## config.mk

```make
export PLATFORM = sky130hd
export DESIGN_NAME = lsr_top
export DESIGN_NICKNAME = d
export VERILOG_FILES = /design/src/lsr_pkg.sv /design/src/lsr_top.sv /design/src/lsr_debounce.sv
export SDC_FILE = /design/constraint.sdc
export NUM_CORES = 1
export LEC_CHECK = 0
export ABC_AREA = 1
export ABC_CLOCK_PERIOD_IN_PS = 2000
export BUFFER_PORTS_ARGS = -buffer_cell sky130_fd_sc_hd__buf_4
export CAP_MARGIN = 10
export CORE_AREA = 4 4 198 123
export CTS_CLUSTER_SIZE = 10
export DETAILED_ROUTE_END_ITERATION = 7
export DIE_AREA = 0 0 202 127
export PLACE_DENSITY_LB_ADDON = 0.2
export SLEW_MARGIN = 10
export SYNTH_ARGS = -nofsm -noshare
export SYNTH_HDL_FRONTEND = slang
export SYNTH_SLANG_ARGS = --single-unit
```

## constraint.sdc

```tcl
create_clock -name MCLK -period 2 [get_ports MCLK]
set_input_delay 0.3 -clock MCLK [delete_from_list [all_inputs] [get_ports MCLK]]
set_output_delay 0.3 -clock MCLK [all_outputs]
set_load 0.01 [all_outputs]
```

## src/lsr_pkg.sv

```systemverilog
// Shared constants for the live status register block.
package lsr_pkg;
    // Register indices; the byte address is four times the index.
    localparam logic [7:0] LIVE_INDEX = 8'h2F;
    localparam logic [7:0] LATCH_INDEX = 8'h30;
    localparam logic [7:0] CTRL_INDEX = 8'h31;
    localparam int ADDR_W = 8;
    // Field positions of the live fault snapshot and of the mode control bit.
    localparam int DONE_BIT = 14;
    localparam int BUSY_BIT = 13;
    localparam int SRC_LSB = 10;
    localparam int REG_1V8_BIT = 9;
    localparam int DIG_SUPPLY_BIT = 8;
    localparam int ANA_SUPPLY_BIT = 7;
    localparam int REG_5V_BIT = 6;
    localparam int PUMP_BIT = 5;
    localparam int OVERHEAT_BIT = 4;
    localparam int CHAN_LSB = 0;
    localparam int CONT_MODE_BIT = 0;
    // Reset values.
    localparam logic [15:0] LIVE_RESET = 16'h0000;
    localparam logic [3:0] LATCH_RESET = 4'h0;
    localparam logic CTRL_RESET = 1'b0;
    // AXI responses.
    localparam logic [1:0] RESP_OKAY = 2'b00;
    localparam logic [1:0] RESP_SLVERR = 2'b10;
    // Timing: clock period, ready pulse length and channel fault debounce.
    localparam int CLK_PERIOD_PS = 25000;
    localparam int READY_PULSE_NS = 24000;
    localparam int READY_PULSE_CYCLES = (READY_PULSE_NS * 1000) / CLK_PERIOD_PS;
    localparam int DEBOUNCE_US = 2000;
    localparam int DEBOUNCE_CYCLES = (DEBOUNCE_US * 1000) / (CLK_PERIOD_PS / 1000);
    // Source codes of the converting source field.
    typedef enum logic [2:0] {
        SRC_CHAN_A = 3'b000,
        SRC_CHAN_B = 3'b001,
        SRC_CHAN_C = 3'b010,
        SRC_CHAN_D = 3'b011,
        SRC_DIAG_0 = 3'b100,
        SRC_DIAG_1 = 3'b101,
        SRC_DIAG_2 = 3'b110,
        SRC_DIAG_3 = 3'b111
    } lsr_source_type;
    // Mode of the continuous ready pin timer.
    typedef enum logic [0:0] {
        PIN_IDLE = 1'b0,
        PIN_TIMING = 1'b1
    } lsr_pin_state_type;
endpackage : lsr_pkg

```

## src/lsr_top.sv

```systemverilog
// What this block does
// 16-bit live fault register at index 0x2F, resets to zero, fault bits unlatched.
// Bit 14 sets each time a conversion cycle finishes.
// Bit 14 stays set until software writes one to it.
// Single mode: ready pin mirrors bit 14, deasserts only when it is cleared.
// Continuous mode: ready pin returns high 24 us after asserting.
// Bit 13 shows the converter busy, read only.
// Bits 12 to 10 show channel A-D or diagnostic 0-3 being converted.
// Bits 9 to 5 show 1.8 V, digital, analog, 5 V and pump faults live.
// Bit 4 shows the over-temperature fault live.
// Bits 3 to 0 show channel D, C, B, A faults live.
// Output-function channel faults are debounced 2 ms before latching.
// Writes to read-only bits do nothing; writing zero to bit 14 keeps it.
//
// The AXI4-Lite slave port is this design's own decision.
`timescale 1ns/1ps
`default_nettype none
module lsr_top
    import lsr_pkg::*;
#(
    parameter int DEBOUNCE_LEN = DEBOUNCE_CYCLES
)
(
    input wire logic MCLK, // System clock, 40 MHz.
    input wire logic RST, // Synchronous reset, active high.
    input wire logic CONV_DONE, // One-cycle pulse when a conversion ends.
    input wire logic CONV_BUSY, // Converter busy level.
    input wire logic [2:0] CONVERTING_SOURCE, // Source being converted.
    input wire logic REG_1V8_FAULT_LIVE, // 1.8 V regulator fault.
    input wire logic DIGITAL_SUPPLY_FAULT_LIVE, // Digital supply fault.
    input wire logic ANALOG_SUPPLY_FAULT_LIVE, // Analog supply fault.
    input wire logic REG_5V_FAULT_LIVE, // 5 V regulator fault.
    input wire logic CHARGE_PUMP_FAULT_LIVE, // Charge pump fault.
    input wire logic OVERHEAT_LIVE, // Die at or above about 115 C.
    input wire logic [3:0] CHAN_FAULT_RAW, // Raw channel faults, bit 0 is A.
    input wire logic [3:0] CHAN_OUTPUT_FUNC, // Channel in an output function.
    output logic CONV_READY_N, // Conversion ready pin, active low.
    input wire logic [ADDR_W-1:0] S_AXI_AWADDR, // Write address.
    input wire logic S_AXI_AWVALID, // Write address valid.
    output logic S_AXI_AWREADY, // Write address ready.
    input wire logic [31:0] S_AXI_WDATA, // Write data.
    input wire logic [3:0] S_AXI_WSTRB, // Write byte strobes.
    input wire logic S_AXI_WVALID, // Write data valid.
    output logic S_AXI_WREADY, // Write data ready.
    output logic [1:0] S_AXI_BRESP, // Write response.
    output logic S_AXI_BVALID, // Write response valid.
    input wire logic S_AXI_BREADY, // Write response ready.
    input wire logic [ADDR_W-1:0] S_AXI_ARADDR, // Read address.
    input wire logic S_AXI_ARVALID, // Read address valid.
    output logic S_AXI_ARREADY, // Read address ready.
    output logic [31:0] S_AXI_RDATA, // Read data.
    output logic [1:0] S_AXI_RRESP, // Read response.
    output logic S_AXI_RVALID, // Read data valid.
    input wire logic S_AXI_RREADY // Read data ready.
);
    localparam int PULSE_W = $clog2(READY_PULSE_CYCLES + 1);

    // Matches a byte address against a register index.
    function automatic logic addr_hit(input logic [ADDR_W-1:0] addr, input logic [7:0] index);
        addr_hit = (addr[ADDR_W-1:2] == index[ADDR_W-3:0]);
    endfunction : addr_hit

    logic awready_reg, wready_reg, bvalid_reg, arready_reg, rvalid_reg;
    logic aw_held_reg, w_held_reg;
    logic [ADDR_W-1:0] waddr_reg;
    logic [31:0] wdata_reg, rdata_reg;
    logic [3:0] wstrb_reg;
    logic [1:0] bresp_reg, rresp_reg;
    logic done_flag_reg, done_flag_next;
    logic [15:0] live_reg;
    logic [3:0] latch_reg;
    logic cont_mode_reg;
    logic ready_n_reg;
    logic [PULSE_W-1:0] pulse_cnt_reg;
    lsr_pin_state_type pin_state_reg;
    logic [3:0] chan_fault;
    logic aw_take, w_take, wr_do, ar_take;
    logic wr_live, wr_latch, wr_ctrl;
    logic done_clear;
    logic [3:0] latch_clear;

    assign aw_take = S_AXI_AWVALID && awready_reg;
    assign w_take = S_AXI_WVALID && wready_reg;
    assign wr_do = aw_held_reg && w_held_reg && !bvalid_reg;
    assign ar_take = S_AXI_ARVALID && arready_reg;
    assign wr_live = wr_do && addr_hit(waddr_reg, LIVE_INDEX);
    assign wr_latch = wr_do && addr_hit(waddr_reg, LATCH_INDEX);
    assign wr_ctrl = wr_do && addr_hit(waddr_reg, CTRL_INDEX);

    // debounce channel faults
    genvar ch;
    generate
        for (ch = 0; ch < 4; ch++)
        begin : g_chan
            lsr_debounce #(.CYCLES(DEBOUNCE_LEN)) u_deb (
                .clk(MCLK),
                .rst(RST),
                .raw(CHAN_FAULT_RAW[ch]),
                .enable(CHAN_OUTPUT_FUNC[ch]),
                .fault_reg(chan_fault[ch])
            );
        end
    endgenerate

    // Write address and data are taken in either order and held until used.
    always_ff @(posedge MCLK)
    begin
        if (RST)
        begin
            awready_reg <= 1'b0;
            wready_reg <= 1'b0;
            aw_held_reg <= 1'b0;
            w_held_reg <= 1'b0;
            waddr_reg <= '0;
            wdata_reg <= '0;
            wstrb_reg <= '0;
        end
        else
        begin
            if (aw_take)
            begin
                aw_held_reg <= 1'b1;
                waddr_reg <= S_AXI_AWADDR;
                awready_reg <= 1'b0;
            end
            else if (wr_do)
            begin
                aw_held_reg <= 1'b0;
            end
            else if (!aw_held_reg && !bvalid_reg)
            begin
                awready_reg <= 1'b1;
            end
            if (w_take)
            begin
                w_held_reg <= 1'b1;
                wdata_reg <= S_AXI_WDATA;
                wstrb_reg <= S_AXI_WSTRB;
                wready_reg <= 1'b0;
            end
            else if (wr_do)
            begin
                w_held_reg <= 1'b0;
            end
            else if (!w_held_reg && !bvalid_reg)
            begin
                wready_reg <= 1'b1;
            end
        end
    end

    // Write response follows the write; unmapped addresses answer SLVERR.
    always_ff @(posedge MCLK)
    begin
        if (RST)
        begin
            bvalid_reg <= 1'b0;
            bresp_reg <= RESP_OKAY;
        end
        else if (wr_do)
        begin
            bvalid_reg <= 1'b1;
            bresp_reg <= (wr_live || wr_latch || wr_ctrl) ? RESP_OKAY : RESP_SLVERR;
        end
        else if (S_AXI_BREADY && bvalid_reg)
        begin
            bvalid_reg <= 1'b0;
        end
    end

    // Read channel: one read under way, data comes from a register.
    always_ff @(posedge MCLK)
    begin
        if (RST)
        begin
            arready_reg <= 1'b0;
            rvalid_reg <= 1'b0;
            rdata_reg <= '0;
            rresp_reg <= RESP_OKAY;
        end
        else if (ar_take)
        begin
            arready_reg <= 1'b0;
            rvalid_reg <= 1'b1;
            rresp_reg <= RESP_OKAY;
            if (addr_hit(S_AXI_ARADDR, LIVE_INDEX))
                rdata_reg <= {16'h0000, live_reg};
            else if (addr_hit(S_AXI_ARADDR, LATCH_INDEX))
                rdata_reg <= {28'h000_0000, latch_reg};
            else if (addr_hit(S_AXI_ARADDR, CTRL_INDEX))
                rdata_reg <= {31'h0000_0000, cont_mode_reg};
            else
            begin
                rdata_reg <= '0;
                rresp_reg <= RESP_SLVERR;
            end
        end
        else if (S_AXI_RREADY && rvalid_reg)
        begin
            rvalid_reg <= 1'b0;
        end
        else if (!rvalid_reg)
        begin
            arready_reg <= 1'b1;
        end
    end

    // write one clears flag
    assign done_clear = wr_live && wstrb_reg[1] && wdata_reg[DONE_BIT];
    // completion sets flag, set wins over clear
    assign done_flag_next = CONV_DONE || (done_flag_reg && !done_clear);

    always_ff @(posedge MCLK)
    begin
        if (RST)
            done_flag_reg <= LIVE_RESET[DONE_BIT];
        else
            done_flag_reg <= done_flag_next;
    end

    // live snapshot, unlatched faults
    // read-only bits ignore writes
    always_ff @(posedge MCLK)
    begin
        if (RST)
            live_reg <= LIVE_RESET;
        else
        begin
            live_reg <= LIVE_RESET;
            live_reg[DONE_BIT] <= done_flag_next;
            // busy indication
            live_reg[BUSY_BIT] <= CONV_BUSY;
            // converting source code
            live_reg[SRC_LSB+:3] <= CONVERTING_SOURCE;
            // supply faults live
            live_reg[REG_1V8_BIT] <= REG_1V8_FAULT_LIVE;
            live_reg[DIG_SUPPLY_BIT] <= DIGITAL_SUPPLY_FAULT_LIVE;
            live_reg[ANA_SUPPLY_BIT] <= ANALOG_SUPPLY_FAULT_LIVE;
            live_reg[REG_5V_BIT] <= REG_5V_FAULT_LIVE;
            live_reg[PUMP_BIT] <= CHARGE_PUMP_FAULT_LIVE;
            // over-temperature live
            live_reg[OVERHEAT_BIT] <= OVERHEAT_LIVE;
            // channel faults live
            live_reg[CHAN_LSB+:4] <= chan_fault;
        end
    end

    // latch qualified channel faults
    assign latch_clear = (wr_latch && wstrb_reg[0]) ? wdata_reg[3:0] : 4'h0;

    always_ff @(posedge MCLK)
    begin
        if (RST)
            latch_reg <= LATCH_RESET;
        else
            latch_reg <= chan_fault | (latch_reg & ~latch_clear);
    end

    // Conversion mode control: zero is single, one is continuous.
    always_ff @(posedge MCLK)
    begin
        if (RST)
            cont_mode_reg <= CTRL_RESET;
        else if (wr_ctrl && wstrb_reg[0])
            cont_mode_reg <= wdata_reg[CONT_MODE_BIT];
    end

    // Ready pin: mirrors the flag in single mode, timed pulse in continuous mode.
    always_ff @(posedge MCLK)
    begin
        if (RST)
        begin
            ready_n_reg <= 1'b1;
            pulse_cnt_reg <= '0;
            pin_state_reg <= PIN_IDLE;
        end
        else if (!cont_mode_reg)
        begin
            // pin mirrors flag
            ready_n_reg <= !done_flag_next;
            pin_state_reg <= PIN_IDLE;
            pulse_cnt_reg <= '0;
        end
        else if (CONV_DONE)
        begin
            ready_n_reg <= 1'b0;
            pin_state_reg <= PIN_TIMING;
            pulse_cnt_reg <= PULSE_W'(READY_PULSE_CYCLES - 1);
        end
        else
        begin
            case (pin_state_reg)
                PIN_TIMING:
                begin
                    // release after 24 us
                    if (pulse_cnt_reg == '0)
                    begin
                        ready_n_reg <= 1'b1;
                        pin_state_reg <= PIN_IDLE;
                    end
                    else
                        pulse_cnt_reg <= pulse_cnt_reg - 1'b1;
                end
                PIN_IDLE:
                    ready_n_reg <= 1'b1;
                default:
                    pin_state_reg <= PIN_IDLE;
            endcase
        end
    end

    assign CONV_READY_N = ready_n_reg;
    assign S_AXI_AWREADY = awready_reg;
    assign S_AXI_WREADY = wready_reg;
    assign S_AXI_BVALID = bvalid_reg;
    assign S_AXI_BRESP = bresp_reg;
    assign S_AXI_ARREADY = arready_reg;
    assign S_AXI_RVALID = rvalid_reg;
    assign S_AXI_RDATA = rdata_reg;
    assign S_AXI_RRESP = rresp_reg;
endmodule : lsr_top
`default_nettype wire

```

## src/lsr_debounce.sv

```systemverilog
`timescale 1ns/1ps
`default_nettype none
// Qualifies one channel fault: a rising fault must hold for the debounce time.
module lsr_debounce
    import lsr_pkg::*;
#(
    parameter int CYCLES = DEBOUNCE_CYCLES
)
(
    input wire logic clk, // System clock.
    input wire logic rst, // Synchronous reset, active high.
    input wire logic raw, // Raw fault condition.
    input wire logic enable, // Debounce on when the channel drives an output.
    output logic fault_reg // Qualified fault.
);
    localparam int CNT_W = $clog2(CYCLES + 1);
    logic [CNT_W-1:0] count_reg;

    // Count while the raw fault stands; a clearing fault passes at once.
    always_ff @(posedge clk)
    begin
        if (rst)
        begin
            count_reg <= '0;
            fault_reg <= 1'b0;
        end
        else if (!raw)
        begin
            count_reg <= '0;
            fault_reg <= 1'b0;
        end
        else if (!enable)
        begin
            fault_reg <= 1'b1;
        end
        else if (count_reg >= CNT_W'(CYCLES - 1))
        begin
            fault_reg <= 1'b1;
        end
        else
        begin
            count_reg <= count_reg + 1'b1;
        end
    end
endmodule : lsr_debounce
`default_nettype wire

```

==> reports/results.txt <==
Setup-failing EPs final = 0
Setup ws final = 0.234 ns
P&R area growth vs syn = 20.0%
Crit end category = flop
Kind of critical path = flop to flop
Initial Util = 0.323
Mux contribution to synthesized area = 0
Vias = 6445
XOR/XNOR Fraction of Synth Area = 0.0659
CTS Buf Count = 17
Tmin final = 1.77 ns
Final Max Slew Viols = 0
Initial antenna violation count = 0
Die area = 0.0257 mm^2
Crit-path max FO = 18
First-pass GRT wire length = 30.7 mm
Pleak = 0.00333 uW
Clk_lat worst skew = 0.43 ns
Worst Path Required = 2.30 ns
Total wire length = 18.7 mm
Total GRT Usage = 0.148
Setup TNS = 0 ns
Total number of H-tree levels = 4
Gr ovfl total = 0
Fmax = 566 MHz
Simple-gate share of the synthesized area = 0.324
Post-CTS Hold Buffers = 0
Die height = 127 um
Peak VDD IR = 508 uV
Seq cells post-synth = 141
Sequential element share of the synthesized area = 0.386
Status = finished clean
Vias per cell = 4.50
Core area = 0.0227 mm^2
DR iter-0 viols = 361
Rows = 43
DRC = 0
Clock root buffer = clkbuf_16
Slowest CP cell = dfxtp_1
Vias in the first global route = 5885
Crit path launch type = flop
TritonCTS Sinks = 141
Yosys cell types = 39
Synth Area in Adders = 0.0103
HPWL after DPL = 13.3 mm
Crit-path cells = ha_1 > nand3_2 > nor2_2 > nand3_2 > nand3_4 > inv_4 > nand2_1 > a21oi_1
Post_cts resized = 0
Leading area contributor after synthesis = dfxtp_1
Fill count = 2383
Compound-Gate Fraction of Synth Area = 0.126
Die width = 202 um
RSZ-0062 raised after global routing = false
Nets = 1187
DRT antenna net count = 0
Commonest cells after routing, fill and taps aside = nand2_1 (268), dfxtp_1 (141), nor2_1 (136)
Fraction of layout cells with a size suffix above 1 = 0.175
Io pins = 120
Max reg flops = 68
CTS tree = yes
Port bufs = 67
Combinational family with the most area after synthesis = simple AND/OR/NAND/NOR gates
Clk slew on worst S/H paths = 0.07 ns
GP Congestion = 0.848
WL/cell = 13.0 um
First-pass detailed-route iteration total = 5
Final period utilization = 0.883
Synth warn = 0
Most common cell after layout, fill and taps aside = nand2_1
Slowest stage delay, CP = 0.43 ns
Postcts setup bufs = 0
Syn Std Cell Area = 0.00731 mm^2
Place WS = 0.255 ns
Power Density = 810 mW/mm^2
Syn_area_per_cell = 7.10 um^2
Mapped Cells = 1029
Max cap viols = 0
Largest net degree at the start of global routing = 33
Slew HR = 0.649
Hold Vio Cnt, Final = 0
Synth top area share = 0.386
Antenna cells = 0
Final Skew = 0.00943 ns
HP Class = input port to flop
Worst Max-Slew Pin Slew = 0.523 ns
Synth area leaders = dfxtp_1 (39%), nand2_1 (14%), nor2_1 (7.0%)
Critical path's most frequent cell = nand3_2
WP data arrival = 2.07 ns
Clock buffer depth = 2
-- cells by family after synthesis --
family / Yosys count
AND/OR/NAND/NOR: 535
AO/OA/AOI/OAI: 157
flip-flops: 141
buffers and inverters: 134
XOR/XNOR: 55
adder cells (fa/ha/maj): 6
other: 1
-- power breakdown --
| part | internal, uW | switching, uW |
|---|---|---|
| Sequential | 2890 | 47.3 |
| Combinational | 176 | 280 |
| Clock | 2360 | 1350 |
-- cell type report --
cell class,count,area [um^2],area share
multi-input combinational,772,3910,0.446
sequential,141,2820,0.322
timing repair buffer,81,621,0.0708
clock buffer,17,425,0.0485
tap,315,394,0.0449
inverter,90,340,0.0388
clock inverter,15,254,0.0290
-- worst max-delay path: cells and delay by family, from the launching register on --
family	cells	cell delay (ns)
buffers and inverters	1	0.15
and+or+nand+nor	5	0.75
DFF	1	0.43
adders and majority gates	1	0.26
AOI/OAI and AO/OA	1	0.06
-- final timing paths --
kind / slack, ns / to / startpoint / cells after the start
min: 0.07 / live_reg[7] / ANALOG_SUPPLY_FAULT_LIVE / 3
min reg2reg: 0.46 / S_AXI_RDATA[9] / live_reg[9] / 2
max: 0.23 / g_chan[2].u_deb.count_reg[14] / g_chan[2].u_deb.count_reg[0] / 8
max reg2reg: 0.23 / g_chan[2].u_deb.count_reg[14] / g_chan[2].u_deb.count_reg[0] / 8
-- Yosys cell counts, drive strengths merged --
cell type / number
xnor2: 24
clkbuf: 13
ha: 6
nand3b: 2
buf: 31
nand4: 14
nor4: 1
nor3: 10
nand2: 282
o21ai: 42
nor3b: 1
dfxtp: 141
clkinv: 3
a31oi: 3
a21oi: 109
a41oi: 1
o311ai: 1
or2: 1
inv: 87
nor2: 152
nand3: 72
conb: 1
a211oi: 1
xor2: 31
-- per-layer routing --
metal | GRT usage | up-vias | part of all wire
met4 | 0.0434 | 0 | 0.012
met1 | 0.233 | 2894 | 0.56
li1 | - | 3411 | -
met3 | 0.0312 | 22 | 0.047
met2 | 0.198 | 118 | 0.38
met5 | 0 | - | 0
-- metrics by stage --
step,power [uW],cell area [um^2],instances,utilization,hold WS [ns]
finish,7110,8770,1431,0.387,0.0692
detailed placement,3460,8090,1399,0.357,0.453
global placement,3460,8090,1399,0.357,0.451
CTS,7200,8770,1431,0.387,0.0543
global route,7370,8770,1431,0.387,0.0658
floorplan,3280,7380,1047,-,0.407
No activity file was read; power rests on OpenSTA's default activity.
